File: src/ring_trip_defines.svh
// register indices, field positions, filter scale and timing counts
// assumes a 100 MHz clock and word-aligned AHB-Lite register access
// Summary of operation
// The offset joins the ringing wave only while offset enable is one.
// The offset value is the offset voltage over 96 V times 2**15.
// While ringing, common mode is half of battery minus headroom.
// Headroom is a 4-bit field of 1.5 V steps below the battery rail.
// With boost set, the current limit rises briefly on leaving ringing.
// Loop current samples are processed only while linefeed is ringing.
// Samples pass a low-pass filter with a 13-bit coefficient first.
// The filtered value is compared to the 6-bit threshold for debounce.
// The debouncer flips only after the opposite state holds all interval.
// A satisfied interval sets the read-only trip detect status bit.
// A valid trip sets the pending interrupt only when enabled.
// Software picks coefficient, threshold and debounce by frequency.
// Software sets the battery setting above the peak ringing voltage.
// Software loads headroom with the computed overhead voltage.
// Linefeed select 100 enters ringing, which trip processing needs.
// Software reaches indirect fields through the indirect access regs; here each such field has its own register index.
// The debounce timer restarts when the comparator rejoins the output.
`ifndef RING_TRIP_DEFINES_SVH
`define RING_TRIP_DEFINES_SVH

// register indices; byte address is four times the index
`define IDX_IRQ_PENDING   8'h13
`define IDX_IRQ_ENABLE    8'h16
`define IDX_RING_CTRL     8'h22
`define IDX_LINEFEED      8'h40
`define IDX_TRIP_STATUS   8'h44
`define IDX_DEBOUNCE      8'h46
`define IDX_BATTERY       8'h4A
`define IDX_LOOP_CURRENT  8'h4F
`define IDX_BOOST         8'h6C
`define IDX_OFFSET        8'h86
`define IDX_THRESHOLD     8'h90
`define IDX_FILTER_COEF   8'h97
`define IDX_HEADROOM      8'h9B

// field positions
`define BIT_TRIP_IRQ      0
`define BIT_OFFSET_EN     1
`define BIT_BOOST_EN      7
`define LINEFEED_RINGING  3'b100

// filter scale: coefficient weight is coef / 2**FILTER_SHIFT
`define FILTER_SHIFT      15
`define THRESH_LSB        10

// debounce tick period and current boost duration
`define TICK_TIME_US      1000
`define BOOST_TIME_US     10
`define CLOCK_MHZ         100
`define TICK_CYCLES       (`TICK_TIME_US * `CLOCK_MHZ)
`define BOOST_CYCLES      (`BOOST_TIME_US * `CLOCK_MHZ)

`endif

File: src/ring_trip_pkg.sv
// types shared by the ring trip and offset block
// assumes the defines header supplies every number
package ring_trip_pkg;

  typedef struct packed {
    logic [2:0]  linefeed_select;
    logic        offset_enable_bit;
    logic        transition_current_boost;
    logic        trip_interrupt_enable;
    logic        trip_interrupt_pending;
    logic [6:0]  trip_debounce_interval;
    logic [5:0]  high_battery_setting;
    logic [15:0] ringing_offset_value;
    logic [5:0]  trip_threshold;
    logic [12:0] trip_filter_coefficient;
    logic [3:0]  ringing_headroom_setting;
    logic [15:0] loop_current_sense;
    logic [15:0] filtered;
    logic [6:0]  debounce_count;
    logic        trip_detect_status;
    logic [16:0] tick_count;
    logic [9:0]  boost_count;
    logic        was_ringing;
    logic        write_pending;
    logic [7:0]  write_index;
    logic [31:0] hrdata;
    logic [15:0] ring_drive;
    logic [6:0]  common_mode;
  } ring_state_t;

endpackage

File: src/ring_trip_detect_offset.sv
// ringing offset, common-mode level, boost and ring trip detector
// assumes AHB-Lite single word transfers and synchronous sample inputs
//
// The AHB-Lite register port and the register addresses were left to the implementer.
`include "ring_trip_defines.svh"

module ring_trip_detect_offset #(
  parameter int unsigned TICK_CYCLES = `TICK_CYCLES
) (
  input  wire logic        clock,
  input  wire logic        resetn,
  input  wire logic        hsel,
  input  wire logic [31:0] haddr,
  input  wire logic [1:0]  htrans,
  input  wire logic        hwrite,
  input  wire logic [2:0]  hsize,
  input  wire logic [31:0] hwdata,
  input  wire logic        hready,
  output logic             hreadyout,
  output logic             hresp,
  output logic [31:0]      hrdata,
  input  wire logic [15:0] ring_wave,
  input  wire logic [15:0] loop_current_sample,
  input  wire logic        sample_valid,
  output logic [15:0]      ring_drive,
  output logic [6:0]       common_mode,
  output logic             current_limit_boost,
  output logic             trip_detect_status,
  output logic             trip_irq
);

  localparam logic [16:0] TICK_LAST = 17'(TICK_CYCLES - 1);
  localparam logic [9:0]  BOOST_LEN = 10'(`BOOST_CYCLES);

  ring_trip_pkg::ring_state_t state;
  ring_trip_pkg::ring_state_t next_state;

  logic               ringing;
  logic               addr_phase;
  logic [7:0]         addr_index;
  logic [31:0]        read_value;
  logic signed [16:0] sum_drive;
  logic signed [17:0] diff;
  logic signed [31:0] product;
  logic signed [17:0] step;
  logic               compare_high;
  logic               tick;
  logic               trip_set;
  logic signed [7:0]  cm_diff;

  assign hreadyout           = 1'b1;
  assign hresp               = 1'b0;
  assign hrdata              = state.hrdata;
  assign ring_drive          = state.ring_drive;
  assign common_mode         = state.common_mode;
  assign current_limit_boost = (state.boost_count != 10'h000);
  assign trip_detect_status  = state.trip_detect_status;
  assign trip_irq            = state.trip_interrupt_pending;

  // ringing state select
  assign ringing    = (state.linefeed_select == `LINEFEED_RINGING);
  assign addr_phase = hsel & hready & htrans[1];
  assign addr_index = haddr[9:2];
  assign tick       = (state.tick_count == TICK_LAST);

  always_comb begin
    read_value = 32'h0000_0000;
    case (addr_index)
      `IDX_IRQ_PENDING:  read_value[`BIT_TRIP_IRQ] =
                           state.trip_interrupt_pending;
      `IDX_IRQ_ENABLE:   read_value[`BIT_TRIP_IRQ] =
                           state.trip_interrupt_enable;
      `IDX_RING_CTRL:    read_value[`BIT_OFFSET_EN] =
                           state.offset_enable_bit;
      `IDX_LINEFEED:     read_value[2:0] = state.linefeed_select;
      `IDX_TRIP_STATUS:  read_value[0] = state.trip_detect_status;
      `IDX_DEBOUNCE:     read_value[6:0] = state.trip_debounce_interval;
      `IDX_BATTERY:      read_value[5:0] = state.high_battery_setting;
      `IDX_LOOP_CURRENT: read_value[15:0] = state.loop_current_sense;
      `IDX_BOOST:        read_value[`BIT_BOOST_EN] =
                           state.transition_current_boost;
      `IDX_OFFSET:       read_value[15:0] = state.ringing_offset_value;
      `IDX_THRESHOLD:    read_value[5:0] = state.trip_threshold;
      `IDX_FILTER_COEF:  read_value[12:0] = state.trip_filter_coefficient;
      `IDX_HEADROOM:     read_value[3:0] = state.ringing_headroom_setting;
      default:           read_value = 32'h0000_0000;
    endcase
  end

  always_comb begin
    // offset only when enabled
    sum_drive = state.offset_enable_bit ?
                17'(signed'(ring_wave)) +
                17'(signed'(state.ringing_offset_value)) :
                17'(signed'(ring_wave));
    // first-order low-pass update
    diff    = 18'(signed'({1'b0, loop_current_sample})) -
              18'(signed'({1'b0, state.filtered}));
    product = 32'(diff) * 32'(signed'({1'b0,
              state.trip_filter_coefficient}));
    step    = 18'(product >>> `FILTER_SHIFT);
    // threshold compare
    compare_high = (state.filtered[15:`THRESH_LSB] > state.trip_threshold);
    // common mode in 0.75 V steps
    cm_diff = 8'({2'b00, state.high_battery_setting}) -
              8'({4'h0, state.ringing_headroom_setting});
    trip_set = 1'b0;
    next_state = state;

    // data phase completes the write latched in the address phase
    next_state.write_pending = addr_phase & hwrite;
    if (addr_phase) begin
      next_state.write_index = addr_index;
    end
    if (addr_phase & ~hwrite) begin
      next_state.hrdata = read_value;
    end
    if (state.write_pending) begin
      case (state.write_index)
        `IDX_IRQ_ENABLE:  next_state.trip_interrupt_enable =
                            hwdata[`BIT_TRIP_IRQ];
        `IDX_RING_CTRL:   next_state.offset_enable_bit =
                            hwdata[`BIT_OFFSET_EN];
        `IDX_LINEFEED:    next_state.linefeed_select = hwdata[2:0];
        `IDX_DEBOUNCE:    next_state.trip_debounce_interval = hwdata[6:0];
        `IDX_BATTERY:     next_state.high_battery_setting = hwdata[5:0];
        `IDX_BOOST:       next_state.transition_current_boost =
                            hwdata[`BIT_BOOST_EN];
        // offset scaled by 2**15 over 96 V
        `IDX_OFFSET:      next_state.ringing_offset_value = hwdata[15:0];
        `IDX_THRESHOLD:   next_state.trip_threshold = hwdata[5:0];
        `IDX_FILTER_COEF: next_state.trip_filter_coefficient =
                            hwdata[12:0];
        // 1.5 V per step headroom
        `IDX_HEADROOM:    next_state.ringing_headroom_setting =
                            hwdata[3:0];
        // read-only and unmapped indices ignore writes; keep the new
        // address phase index intact for back-to-back transfers
        default:          ;
      endcase
    end

    // saturate rather than wrap
    if (sum_drive > 17'sh0_7FFF) begin
      next_state.ring_drive = 16'h7FFF;
    end else if (sum_drive < -17'sh0_8000) begin
      next_state.ring_drive = 16'h8000;
    end else begin
      next_state.ring_drive = sum_drive[15:0];
    end
    // balanced common mode
    next_state.common_mode = (cm_diff[7] | ~ringing) ? 7'h00 : cm_diff[6:0];

    // boost on leaving ringing
    next_state.was_ringing = ringing;
    if (state.was_ringing & ~ringing & state.transition_current_boost) begin
      next_state.boost_count = BOOST_LEN;
    end else if (state.boost_count != 10'h000) begin
      next_state.boost_count = state.boost_count - 10'h001;
    end

    next_state.tick_count = tick ? 17'h0_0000 :
                            state.tick_count + 17'h0_0001;

    // detector runs only while ringing
    if (!ringing) begin
      next_state.filtered           = 16'h0000;
      next_state.debounce_count     = 7'h00;
      next_state.trip_detect_status = 1'b0;
    end else begin
      if (sample_valid) begin
        next_state.loop_current_sense = loop_current_sample;
        next_state.filtered = 16'(18'(state.filtered) + step);
      end
      // restart when comparator agrees
      if (compare_high == state.trip_detect_status) begin
        next_state.debounce_count = 7'h00;
      end else if (tick) begin
        // flip after full interval
        if (state.debounce_count + 7'h01 >=
            state.trip_debounce_interval) begin
          next_state.debounce_count     = 7'h00;
          next_state.trip_detect_status = compare_high;
          // valid trip reported
          trip_set = compare_high;
        end else begin
          next_state.debounce_count = state.debounce_count + 7'h01;
        end
      end
    end

    // pending only when enabled; a new trip beats the clear
    if (state.write_pending && state.write_index == `IDX_IRQ_PENDING &&
        hwdata[`BIT_TRIP_IRQ]) begin
      next_state.trip_interrupt_pending = 1'b0;
    end
    if (trip_set & state.trip_interrupt_enable) begin
      next_state.trip_interrupt_pending = 1'b1;
    end
  end

  always_ff @(posedge clock or negedge resetn) begin
    if (!resetn) begin
      state <= '0;
    end else begin
      state <= next_state;
    end
  end

endmodule

File: config.mk
export PLATFORM = sky130hd
export DESIGN_NAME = ring_trip_detect_offset
export DESIGN_NICKNAME = d
export VERILOG_FILES = /design/src/ring_trip_pkg.sv /design/src/ring_trip_detect_offset.sv
export VERILOG_INCLUDE_DIRS = /design/src /design/src/src
export SDC_FILE = /design/constraint.sdc
export NUM_CORES = 1
export LEC_CHECK = 0
export BUFFER_PORTS_ARGS = -buffer_cell sky130_fd_sc_hd__buf_4
export CELL_PAD_IN_SITES_DETAIL_PLACEMENT = 1
export CELL_PAD_IN_SITES_GLOBAL_PLACEMENT = 1
export CORE_MARGIN = 2
export CORE_UTILIZATION = 35
export CTS_CLUSTER_SIZE = 16
export DETAILED_ROUTE_END_ITERATION = 10
export PLACE_DENSITY = 0.61
export REMOVE_ABC_BUFFERS = 1
export SKIP_CTS_REPAIR_TIMING = 1
export SLEW_MARGIN = 15
export SYNTH_ARGS = -nofsm -noshare
export SYNTH_HDL_FRONTEND = slang
export SYNTH_SLANG_ARGS = --single-unit
File: constraint.sdc
create_clock -name clock -period 21.1 [get_ports clock]
set_input_delay 0 -clock clock [delete_from_list [all_inputs] [get_ports clock]]
set_output_delay 0 -clock clock [all_outputs]
set_load 0.005 [all_outputs]
Word level (Yosys, flattened, before mapping)
Cells that the tools add are included.
{"block": "totals", "regBits": 175}
{"block": "classes", "add_sub_neg": 7, "mul": 1, "magnitude_cmp": 4, "eq_ne": 32, "muxes": 29, "n_bitwise": 10, "n_reduce_logical": 17}
{"cell": "$eq 8x7->1 const B", "n": 10}
{"cell": "$eq 8x8->1 const B", "n": 8}
{"cell": "$mux 16", "n": 3}
{"cell": "$mux 17", "n": 2}
{"cell": "$eq 8x5->1 const B", "n": 4}
{"cell": "$mul 17x14->31", "n": 1}
{"cell": "$mux 24", "n": 1}
{"cell": "$reduce_and 2->1", "n": 11}
{"cell": "$mux 7", "n": 3}
{"cell": "$mux 10", "n": 2}
{"cell": "$add 16x16->17", "n": 1}
{"cell": "$add 17x1->17 const B", "n": 1}
{"cell": "$eq 17x17->1 const B", "n": 1}
{"cell": "$gt 17x16->1 const B", "n": 1}
{"cell": "$lt 17x16->1 const B", "n": 1}
{"cell": "$sub 16x16->17", "n": 1}
{"cell": "$add 16x16->16", "n": 1}
{"cell": "$eq 8x6->1 const B", "n": 2}
{"cell": "$pmux 5 s3", "n": 1}
{"cell": "$pmux 2 s6", "n": 1}
{"cell": "$pmux 1 s11", "n": 1}
{"cell": "$reduce_bool 10->1", "n": 1}
{"cell": "$sub 10x1->10 const B", "n": 1}
{"cell": "$pmux 1 s9", "n": 1}
{"cell": "other kinds (21)", "n": 40}

Depth between registers and ports, before layout
Gate-level depths: netlist of run 1.
{"block": "logic_depth", "word_depth": 8, "depth_mapped": 45, "ltp_nobuf": 45}

Worst setup path before layout of run 1
No wires, ideal clock.
{"block": "synth_timing", "kind": "register -> register", "from": "register state[100] in the netlist's numbering", "to": "register state[115] in the netlist's numbering", "arrival_time_ps": 9079, "t_required_ps": 20969, "slack_ps": 11890, "stages_incl_launch_ff": 42, "n_path_buf": 1, "synth_period_minus_slack_ps": 9210, "cell_sequence": "dfrtp_1 > ha_1 > fa_1 > nor2b_4 > o31a_4 > nor3_4 > o41ai_4 > o21a_1 > nor2_1 > xnor2_1 > clkbuf_1 > and2_1 > fa_1 > inv_1 > fa_1 > inv_1 > fa_1 > fa_1 > [6 not listed] > o21ai_1 > o41ai_1 > o31ai_1 > and2_1 > o21a_1 > o21a_1 > nor2_1 > xnor2_1 > ha_1 > and3_1 > and3_1 > and3_1 > nor2_1 > a21oi_1 > a31oi_1 > xnor3_1 > xnor2_1 > o21ai_1"}
{"block": "synth_via", "elab_chain_len": 5}
{"item": "from (decl)", "line": "ring_trip_detect_offset.sv:35", "source": "ring_trip_pkg::ring_state_t state;"}
{"item": "from (signal assigned)", "line": "ring_trip_detect_offset.sv:206", "source": "state <= next_state;"}
{"item": "$sub 16x16->17", "line": "ring_trip_detect_offset.sv:97", "source": "diff = 18'(signed'({1'b0, loop_current_sample})) -"}
{"item": "$mul 17x14->31", "line": "ring_trip_detect_offset.sv:99", "source": "product = 32'(diff) * 32'(signed'({1'b0,"}
{"item": "$add 16x16->16 *", "line": "ring_trip_detect_offset.sv:173", "source": "next_state.filtered = 16'(18'(state.filtered) + step);"}
{"item": "$mux 16 *", "line": "ring_trip_detect_offset.sv:171", "source": "if (sample_valid) begin"}
{"item": "$mux 24 *", "line": "ring_trip_detect_offset.sv:166", "source": "if (!ringing) begin"}
Every way passes the cells marked *; elsewhere a longest branch is shown, timed or not. The select of a mux whose other input is x is not followed.
A chain may end at the register's enable or synchronous reset.

Worst setup path in the final report of run 1
{"block": "layout_timing", "from": "register state[101] in the netlist's numbering", "to": "register state[115] in the netlist's numbering"}
Same word-level chain as after synthesis.

==> results.cfg, run 1 <==
[placed_design]
io_buffer_count = 104
dp_hpwl_mm = 42.87
place.gp.congestion = 0.8587

[worst_setup_path]
start_kind = flip-flop
crit_buf_inv = 5
crit_type = flip-flop to flip-flop
crit_required_ns = 21.40
endpoint_kind = flip-flop
path_max_fanout = 13
crit_family = adder cells
cp.arrival_ns = 10.96
cpPeakStageDelay_ns = 0.72
path_common_cell = fa_1
crit_path_top_delay_cell = xnor2_2

[power]
clkPwrFrac = 0.328
comb_power_share = 0.249
p_int_mw = 0.6457
switching_share = 0.3204
power.total_mw = 0.9502
pwr-share-seq = 0.422
p_leak_nw = 10.48
power_density_nw_per_um2 = 45.16
peakVddDrop_uv = 63.53
p_sw_mw = 0.3045

[clock_network]
cts_tree = done
clockBufferDepth = 2
cts_made_buffers = 17
clkTransAtPathRegs_ns = 0.07
clock_latency_ns = 0.45
htree_levels = 4
clock-sinks = 175
root_buffer = clkbuf_16

[timing]
finalSetupViolCount = 0
tns_ns = 0
slew_viol_final = 0
fin_skew_ns = 0.008074
timing.final.crit_share = 0.5051
relSlewSlack = 0.3445
tightest_slew_ns = 0.9706
fin_crit_ns = 10.66
rsz0062_at_grt = no
hold_viol = 0
max_freq_mhz = 93.84

[routing]
dr.first_iter.drc_count = 713
wl_mm = 53.90
drtPass1Iterations = 5
antenna_left = 0
detail_route.wl_per_cell_um = 19.29
viasPerCell = 5.060
drc_errors = 0
vias = 14140

[synth]
async_reset_ff_frac = 1.000
synth_top_cell_by_area = dfrtp_1
synth_ff_type = dfrtp_1
netlist_instances = 1991
synth_adder_area_share = 0.3316
synth_simple_gate_area_frac = 0.1602
avgSynthCellArea_um2 = 9.344
muxShareOfSynthArea = 0.03981
synth.area.top_cells = dfrtp_1, fa_1, ha_1, inv_1, nand2_1
synthXorXnorAreaFrac = 0.03887
ys_ff_latch = 175
post-synth-top-count-cell = inv_1
synth-edff-count = 0
synth_compound_gate_area_share = 0.09321
synth-seq-area-share = 0.2354
yosys_warnings = 0
synth_common_cells = inv_1, nand2_1, fa_1, dfrtp_1, ha_1
yosysUniqueCellTypes = 84
synth_area_um2 = 18600
synth_top_area_share = 0.2354
synth_top_family_by_area = adder cells

[flow_run]
cap_violations = 0

[global_routing]
grt_overflow = 0
grtUsageTotal = 0.2044
grt_max_degree = 106
grt_pass1_wl_mm = 86.19
antenna_found_initial = 0
first_global_vias = 15140

[floorplan]
initial_core_util = 0.3540
die_x_um = 234.6
rows = 84
die_area_um2 = 55010
core_area_um2 = 52550
die_y_um = 234.6
ios = 167

[cells_and_area]
syn_to_final_growth_pct = 13.11
nNetsFinal = 2560
drive_gt1_frac = 0.1182
diodes = 0

[min_path]
hold_path.class = input port to flip-flop

[outcome]
status = finished clean
routing by layer:
metal	vias up	part of all wire	GRT usage
met5	-	0	0
met4	0	0.015	0.03656
met3	42	0.027	0.02289
met2	211	0.49	0.3500
met1	7311	0.47	0.2812
li1	6579	-	-
final timing paths:
path,cells after the start,start,endpoint,slack [ns]
worst min-delay path,3,hready,state[63],0.11
worst min register to register,1,state[79],state[79],0.48
max in group asynchronous,3,resetn,state[123],19.39
worst max-delay path,41,state[101],state[115],10.44
worst max register to register,41,state[101],state[115],10.44
min in group asynchronous,2,resetn,state[82],0.20
state kept, by name, indices dropped and copies added (netlist names):
name                flops
trip_detect_status      1
common_mode             7
trip_irq                1
ring_drive             16
state                 134
hrdata                 16
cell usage in the layout, fill, tap and decap left out, types with 5 or more instances in the layout:
| master | Yosys | final |
|---|---|---|
| inv_1 | 317 | 317 |
| nand2_1 | 247 | 247 |
| fa_1 | 216 | 216 |
| dfrtp_1 | 175 | 175 |
| ha_1 | 141 | 141 |
| buf_4 | 57 | 131 |
| nor2_1 | 109 | 109 |
| and2_1 | 76 | 76 |
| dlygate4sd3_1 | 0 | 59 |
| mux2_2 | 56 | 56 |
| xnor2_1 | 53 | 48 |
| a21oi_1 | 44 | 44 |
| o21ai_0 | 40 | 40 |
| nor3_1 | 30 | 30 |
| nor2b_1 | 27 | 27 |
| xor2_1 | 27 | 27 |
| o21ai_1 | 25 | 25 |
| nand3_1 | 25 | 25 |
| a21o_1 | 22 | 22 |
| conb_1 | 2 | 19 |
| nand2b_1 | 18 | 18 |
| clkbuf_16 | 0 | 17 |
| and3_1 | 16 | 16 |
| o21a_1 | 14 | 14 |
| a222oi_1 | 14 | 14 |
| a31oi_1 | 13 | 13 |
| or3_1 | 12 | 12 |
| mux2i_1 | 11 | 11 |
| nand4_1 | 9 | 9 |
| nor4_1 | 10 | 9 |
| maj3_1 | 8 | 8 |
| o31ai_1 | 7 | 7 |
| a22o_1 | 7 | 7 |
| a211oi_1 | 6 | 6 |
| nand3b_1 | 6 | 6 |
| a221oi_1 | 6 | 6 |
| o211ai_1 | 5 | 5 |
| xnor2_2 | 0 | 5 |
| clkinv_2 | 0 | 5 |
cells by family (layout without fill, tap and decap cells):
kind of cell	after synthesis	count (layout)
AO/OA/AOI/OAI	248	248
XOR/XNOR	81	81
adder cells (fa/ha/maj)	365	365
buffers and inverters	440	539
flip-flops	175	175
multiplexers	67	67
other	2	19
AND/OR/NAND/NOR	613	613
cell type report:
type                    count  area, um^2
fillers                  6069       31510
multi-input cells        1393       12470
flip-flops and latches    175        4379
repair buffers            191        1588
inverters                 318        1194
well taps                 688       860.8
clock buffers              19       432.9
clock inverters            11       117.6
power by group through the flow:
stage	sequential [mW]	combinational [mW]	clock, mW
6_report	0.401	0.237	0.312
4_1_cts	0.402	0.232	0.319
3_5_place_dp	0.408	0.230	0
5_1_grt	0.405	0.265	0.334
3_3_place_gp	0.407	0.224	0
2_1_floorplan	0.396	0.131	0
metrics by stage:
step	hold WS [ns]	setup slack [ns]	instances	cell area [um^2]	utilization
after global placement	0.1505	10.55	2706	19890	0.3785
final	0.1130	10.44	2795	21040	0.4004
after detailed placement	0.1625	10.42	2706	19890	0.3785
after floorplan	-0.2956	11.82	1886	17990	-
after CTS	-0.3249	10.38	2736	20440	0.3890
after global routing	0.1654	9.768	2795	21040	0.4004
worst reg2reg max path, delay by kind of cell, from the launching register on:
kind            cells  cell delay (ns)
compound gates     15             3.10
buf+inv             5             0.40
simple gates        8             1.42
flops               1             0.43
fa+ha+maj           9             3.72
xor+xnor            4             1.42
(Power assumes the default switching activity.)
==> inputs of run 2 (changes only) <==
ABC_AREA = 1   (was not set)
PLACE_DENSITY = 0.63   (was 0.61)
clock period = 10.4 ns   (was 21.1 ns; I/O delays follow)
==> results.cfg, run 2 <==
[outcome]
status = finished clean

[worst_setup_path]
crit_required_ns = 10.77
worstReg2RegEnd = state[111]
rrSetupSlack_ns = 0.79
start_kind = flip-flop
crit_type = flip-flop to flip-flop
cp.arrival_ns = 9.97
r2r_cells = 39
path_max_fanout = 9
crit_path_top_delay_cell = fa_1
cpPeakStageDelay_ns = 0.57
reg2reg_from = state[101]
endpoint_kind = flip-flop

[global_routing]
grt_pass1_wl_mm = 102.4
antenna_found_initial = 3
grt_overflow = 0
grtUsageTotal = 0.2323
first_global_vias = 17910
grt_max_degree = 108

[clock_network]
cts_made_buffers = 17
clkTransAtPathRegs_ns = 0.08
cts_tree = done
clock_latency_ns = 0.46
root_buffer = clkbuf_16
clock-sinks = 175
htree_levels = 4
clockBufferDepth = 2

[synth]
synth_area_um2 = 19390
synth-edff-count = 0
ys_ff_latch = 175
muxShareOfSynthArea = 0.001161
synth_simple_gate_area_frac = 0.2026
synthXorXnorAreaFrac = 0.01852
synth_common_cells = nand2_1, inv_1, nor2_1, fa_1, dfrtp_1
synth_ff_type = dfrtp_1
async_reset_ff_frac = 1.000
synth_top_family_by_area = adder cells
synth-seq-area-share = 0.2258
synth_top_area_share = 0.2258
netlist_instances = 2511
synth_adder_area_share = 0.3139
avgSynthCellArea_um2 = 7.723
yosysUniqueCellTypes = 54
synth_compound_gate_area_share = 0.1034
post-synth-top-count-cell = nand2_1
synth.area.top_cells = dfrtp_1, fa_1, nand2_1, inv_1, ha_1
yosys_warnings = 0
synth_top_cell_by_area = dfrtp_1

[routing]
antenna_left = 0
drc_errors = 0
vias = 16680
viasPerCell = 4.940
detail_route.wl_per_cell_um = 18.91
dr.first_iter.drc_count = 818
wl_mm = 63.85
drtPass1Iterations = 5

[min_path]
hold_end = state[115]
min_path_cells = 4
hold_path.class = input port to flip-flop
min_from = sample_valid

[floorplan]
die_y_um = 239.4
rows = 86
initial_core_util = 0.3527
die_x_um = 239.4
ios = 167
die_area_um2 = 57310
core_area_um2 = 54990

[cells_and_area]
diodes = 0
syn_to_final_growth_pct = 12.35
final_common_cell = nand2_1
layout_common_cells = nand2_1, inv_1, nor2_1
drive_gt1_frac = 0.07306
nNetsFinal = 3080
top_register = state
fillerInstances = 6764
finish.instance_area_um2 = 21790
largest_register_ffs = 134

[placed_design]
place.gp.congestion = 0.8766
dp_hpwl_mm = 53.11
io_buffer_count = 104
postPlaceCellArea_um2 = 20650

[timing]
slew_viol_final = 0
relSlewSlack = 0.2420
fin_skew_ns = 0.01340
timing.final.crit_share = 0.9237
rsz0062_at_grt = no
fin_crit_ns = 9.606
tightest_slew_ns = 1.134
finalSetupViolCount = 0
hold_viol = 0
tns_ns = 0
max_freq_mhz = 104.1

[flow_run]
cap_violations = 0
==> run 2: area by class of cell <==
cell class | instances | area [um^2] | area share
flip-flops and latches | 175 | 4379 | 0.2010
inverters | 525 | 1971 | 0.09044
well taps | 748 | 935.9 | 0.04295
clock buffers | 20 | 456.7 | 0.02096
multi-input cells | 1724 | 12480 | 0.5726
clock inverters | 11 | 126.4 | 0.005800
repair buffers | 173 | 1445 | 0.06632
==> run 2: worst max path at each step <==
stage | from | end | slack (ns) | depth (start not counted)
after floorplan | state[100] | state[109] | 2.66 | 40
after detailed placement | state[101] | state[111] | 0.86 | 39
after global placement | state[100] | state[111] | 1.13 | 39
after CTS | state[101] | state[111] | 0.82 | 39
final | state[101] | state[111] | 0.79 | 39
after global routing | state[101] | state[111] | 0.03 | 38
==> run 2: routing by layer <==
layer / vias up / GRT usage / part of all wire
li1: 7929 / - / -
met1: 8494 / 0.3168 / 0.47
met2: 209 / 0.4007 / 0.49
met3: 47 / 0.02074 / 0.021
met4: 0 / 0.05038 / 0.017
met5: - / 0 / 0
==> run 2: per-stage QoR <==
step                      setup WS [ns]    util  cells  hold WS (ns)
after floorplan                   2.656       -   2424       -0.2956
after global placement            1.125  0.3755   3289        0.1786
after detailed placement         0.8568  0.3755   3289        0.1856
after CTS                        0.8236  0.3861   3320       -0.3114
after global routing            0.03285  0.3963   3376       0.04382
final                            0.7938  0.3963   3376      0.007656
==> run 2: logic make-up after synthesis <==
group	after synthesis
fa+ha+maj	357
xor+xnor	41
simple gates	945
other cells	2
mux	2
compound gates	360
flops	175
buf+inv	629
==> run 2: worst max-delay path: cells and delay by family, from the launching register on <==
kind | cells | cell delay (ns)
fa+ha+maj | 9 | 4.06
compound gates | 14 | 2.80
simple gates | 11 | 1.79
flops | 1 | 0.46
buf+inv | 5 | 0.40
Power of run 2 is not shown: default switching activity piles up to over one toggle a cycle in this logic, so the estimate is an artifact.
==> inputs of run 3 (changes only) <==
BUFFER_PORTS_ARGS = not set   (was -buffer_cell sky130_fd_sc_hd__buf_4)
DONT_BUFFER_PORTS = 1   (was not set)
PLACE_DENSITY = 0.6   (was 0.63)
==> results.cfg, run 3 (synthesis gave the netlist of run 2 again) <==
[cells_and_area]
nNetsFinal = 2980
syn_to_final_growth_pct = 8.838
multi_input_area_um2 = 12490
fillerInstances = 6745
drive_gt1_frac = 0.03598
regArea_um2 = 4379
diodes = 0
largest_register_ffs = 134
final_common_cell = nand2_1
layout_common_cells = nand2_1, inv_1, nor2_1
top_register = state

[timing]
finalSetupViolCount = 0
relSlewSlack = 0.3418
hold_viol = 0
slew_viol_final = 0
tightest_slew_ns = 0.9824
rsz0062_at_grt = no
fin_skew_ns = 0.01446
timing.final.crit_share = 0.9018
tns_ns = 0
max_freq_mhz = 106.6
fin_crit_ns = 9.379

[clock_network]
clockBufferDepth = 2
root_buffer = clkbuf_16
cts_tree = done
htree_levels = 4
cts_made_buffers = 17
clock_latency_ns = 0.45
clock-sinks = 175
clkTransAtPathRegs_ns = 0.08

[floorplan]
rows = 86
die_x_um = 239.4
initial_core_util = 0.3527
ios = 167
core_area_um2 = 54990
die_y_um = 239.4
die_area_um2 = 57310

[worst_setup_path]
crit_path_top_delay_cell = fa_1
cpPeakStageDelay_ns = 0.58
crit_required_ns = 10.71
endpoint_kind = flip-flop
crit_type = flip-flop to flip-flop
crit_family = adder cells
path_max_fanout = 9
crit_buf_inv = 6
start_kind = flip-flop
cp.arrival_ns = 9.69

[placed_design]
dp_hpwl_mm = 51.74
place.gp.congestion = 0.9114
io_buffer_count = 0

[routing]
antenna_left = 0
dr.first_iter.drc_count = 816
wl_mm = 63.00
viasPerCell = 4.960
drc_errors = 0
drtPass1Iterations = 5
detail_route.wl_per_cell_um = 19.22
vias = 16250

[global_routing]
grt_pass1_wl_mm = 99.07
grt_overflow = 0
grtUsageTotal = 0.2262
antenna_found_initial = 1
first_global_vias = 16970
grt_max_degree = 176

[outcome]
status = finished clean

[flow_run]
cap_violations = 0

[min_path]
hold_path.class = input port to flip-flop
## run 3: cell count changes in the layout (fill, tap and decap cells not counted), moves of 2 or more
cell           previous run  this run
buf_4                   116        13
clkbuf_8                  3         1
clkinv_4                  3         1
dlygate4sd3_1            56        59
## run 3: layout make-up
type | count | share of cell area
multi-input cells | 1724 | 0.5919
flip-flops and latches | 175 | 0.2075
repair buffers | 73 | 0.03391
inverters | 525 | 0.09336
well taps | 748 | 0.04434
clock inverters | 12 | 0.007884
clock buffers | 20 | 0.02116
## run 3: worst min-delay path: stages
cell     delay, ns
ha_1          0.16
a21oi_1       0.09
nand2_2       0.08
o21a_1        0.12
## run 3: path summary, 6_finish.rpt
path	start	end	slack [ns]	cells past startpoint
max	state[100]	state[111]	1.02	39
max in group asynchronous	resetn	state[109]	9.38	2
min in group asynchronous	resetn	state[73]	0.24	2
min reg2reg	state[130]	state[130]	0.48	2
min	ring_wave[15]	ring_drive[15]	0.02	4
max reg2reg	state[100]	state[111]	1.02	39
## run 3: routing by layer
| layer | vias up | GRT usage | wire [um] |
|---|---|---|---|
| met3 | 39 | 0.02224 | 2056 |
| li1 | 7727 | - | - |
| met2 | 223 | 0.3817 | 30610 |
| met4 | 0 | 0.03977 | 889 |
| met1 | 8264 | 0.3178 | 29440 |
| met5 | - | 0 | 0 |
## run 3: per-stage QoR
stage	worst slack [ns]	area (um^2)	cells	hold slack, ns	utilization
after floorplan	2.656	18830	2424	-0.2956	-
after global placement	1.220	19870	3185	-0.2915	0.3614
after detailed placement	1.067	19870	3185	-0.2919	0.3614
after CTS	1.022	20480	3217	-0.7846	0.3725
after global routing	0.2753	21110	3277	0.03152	0.3839
final	1.021	21110	3277	0.02126	0.3839
Power of run 3 is left out for the same reason.
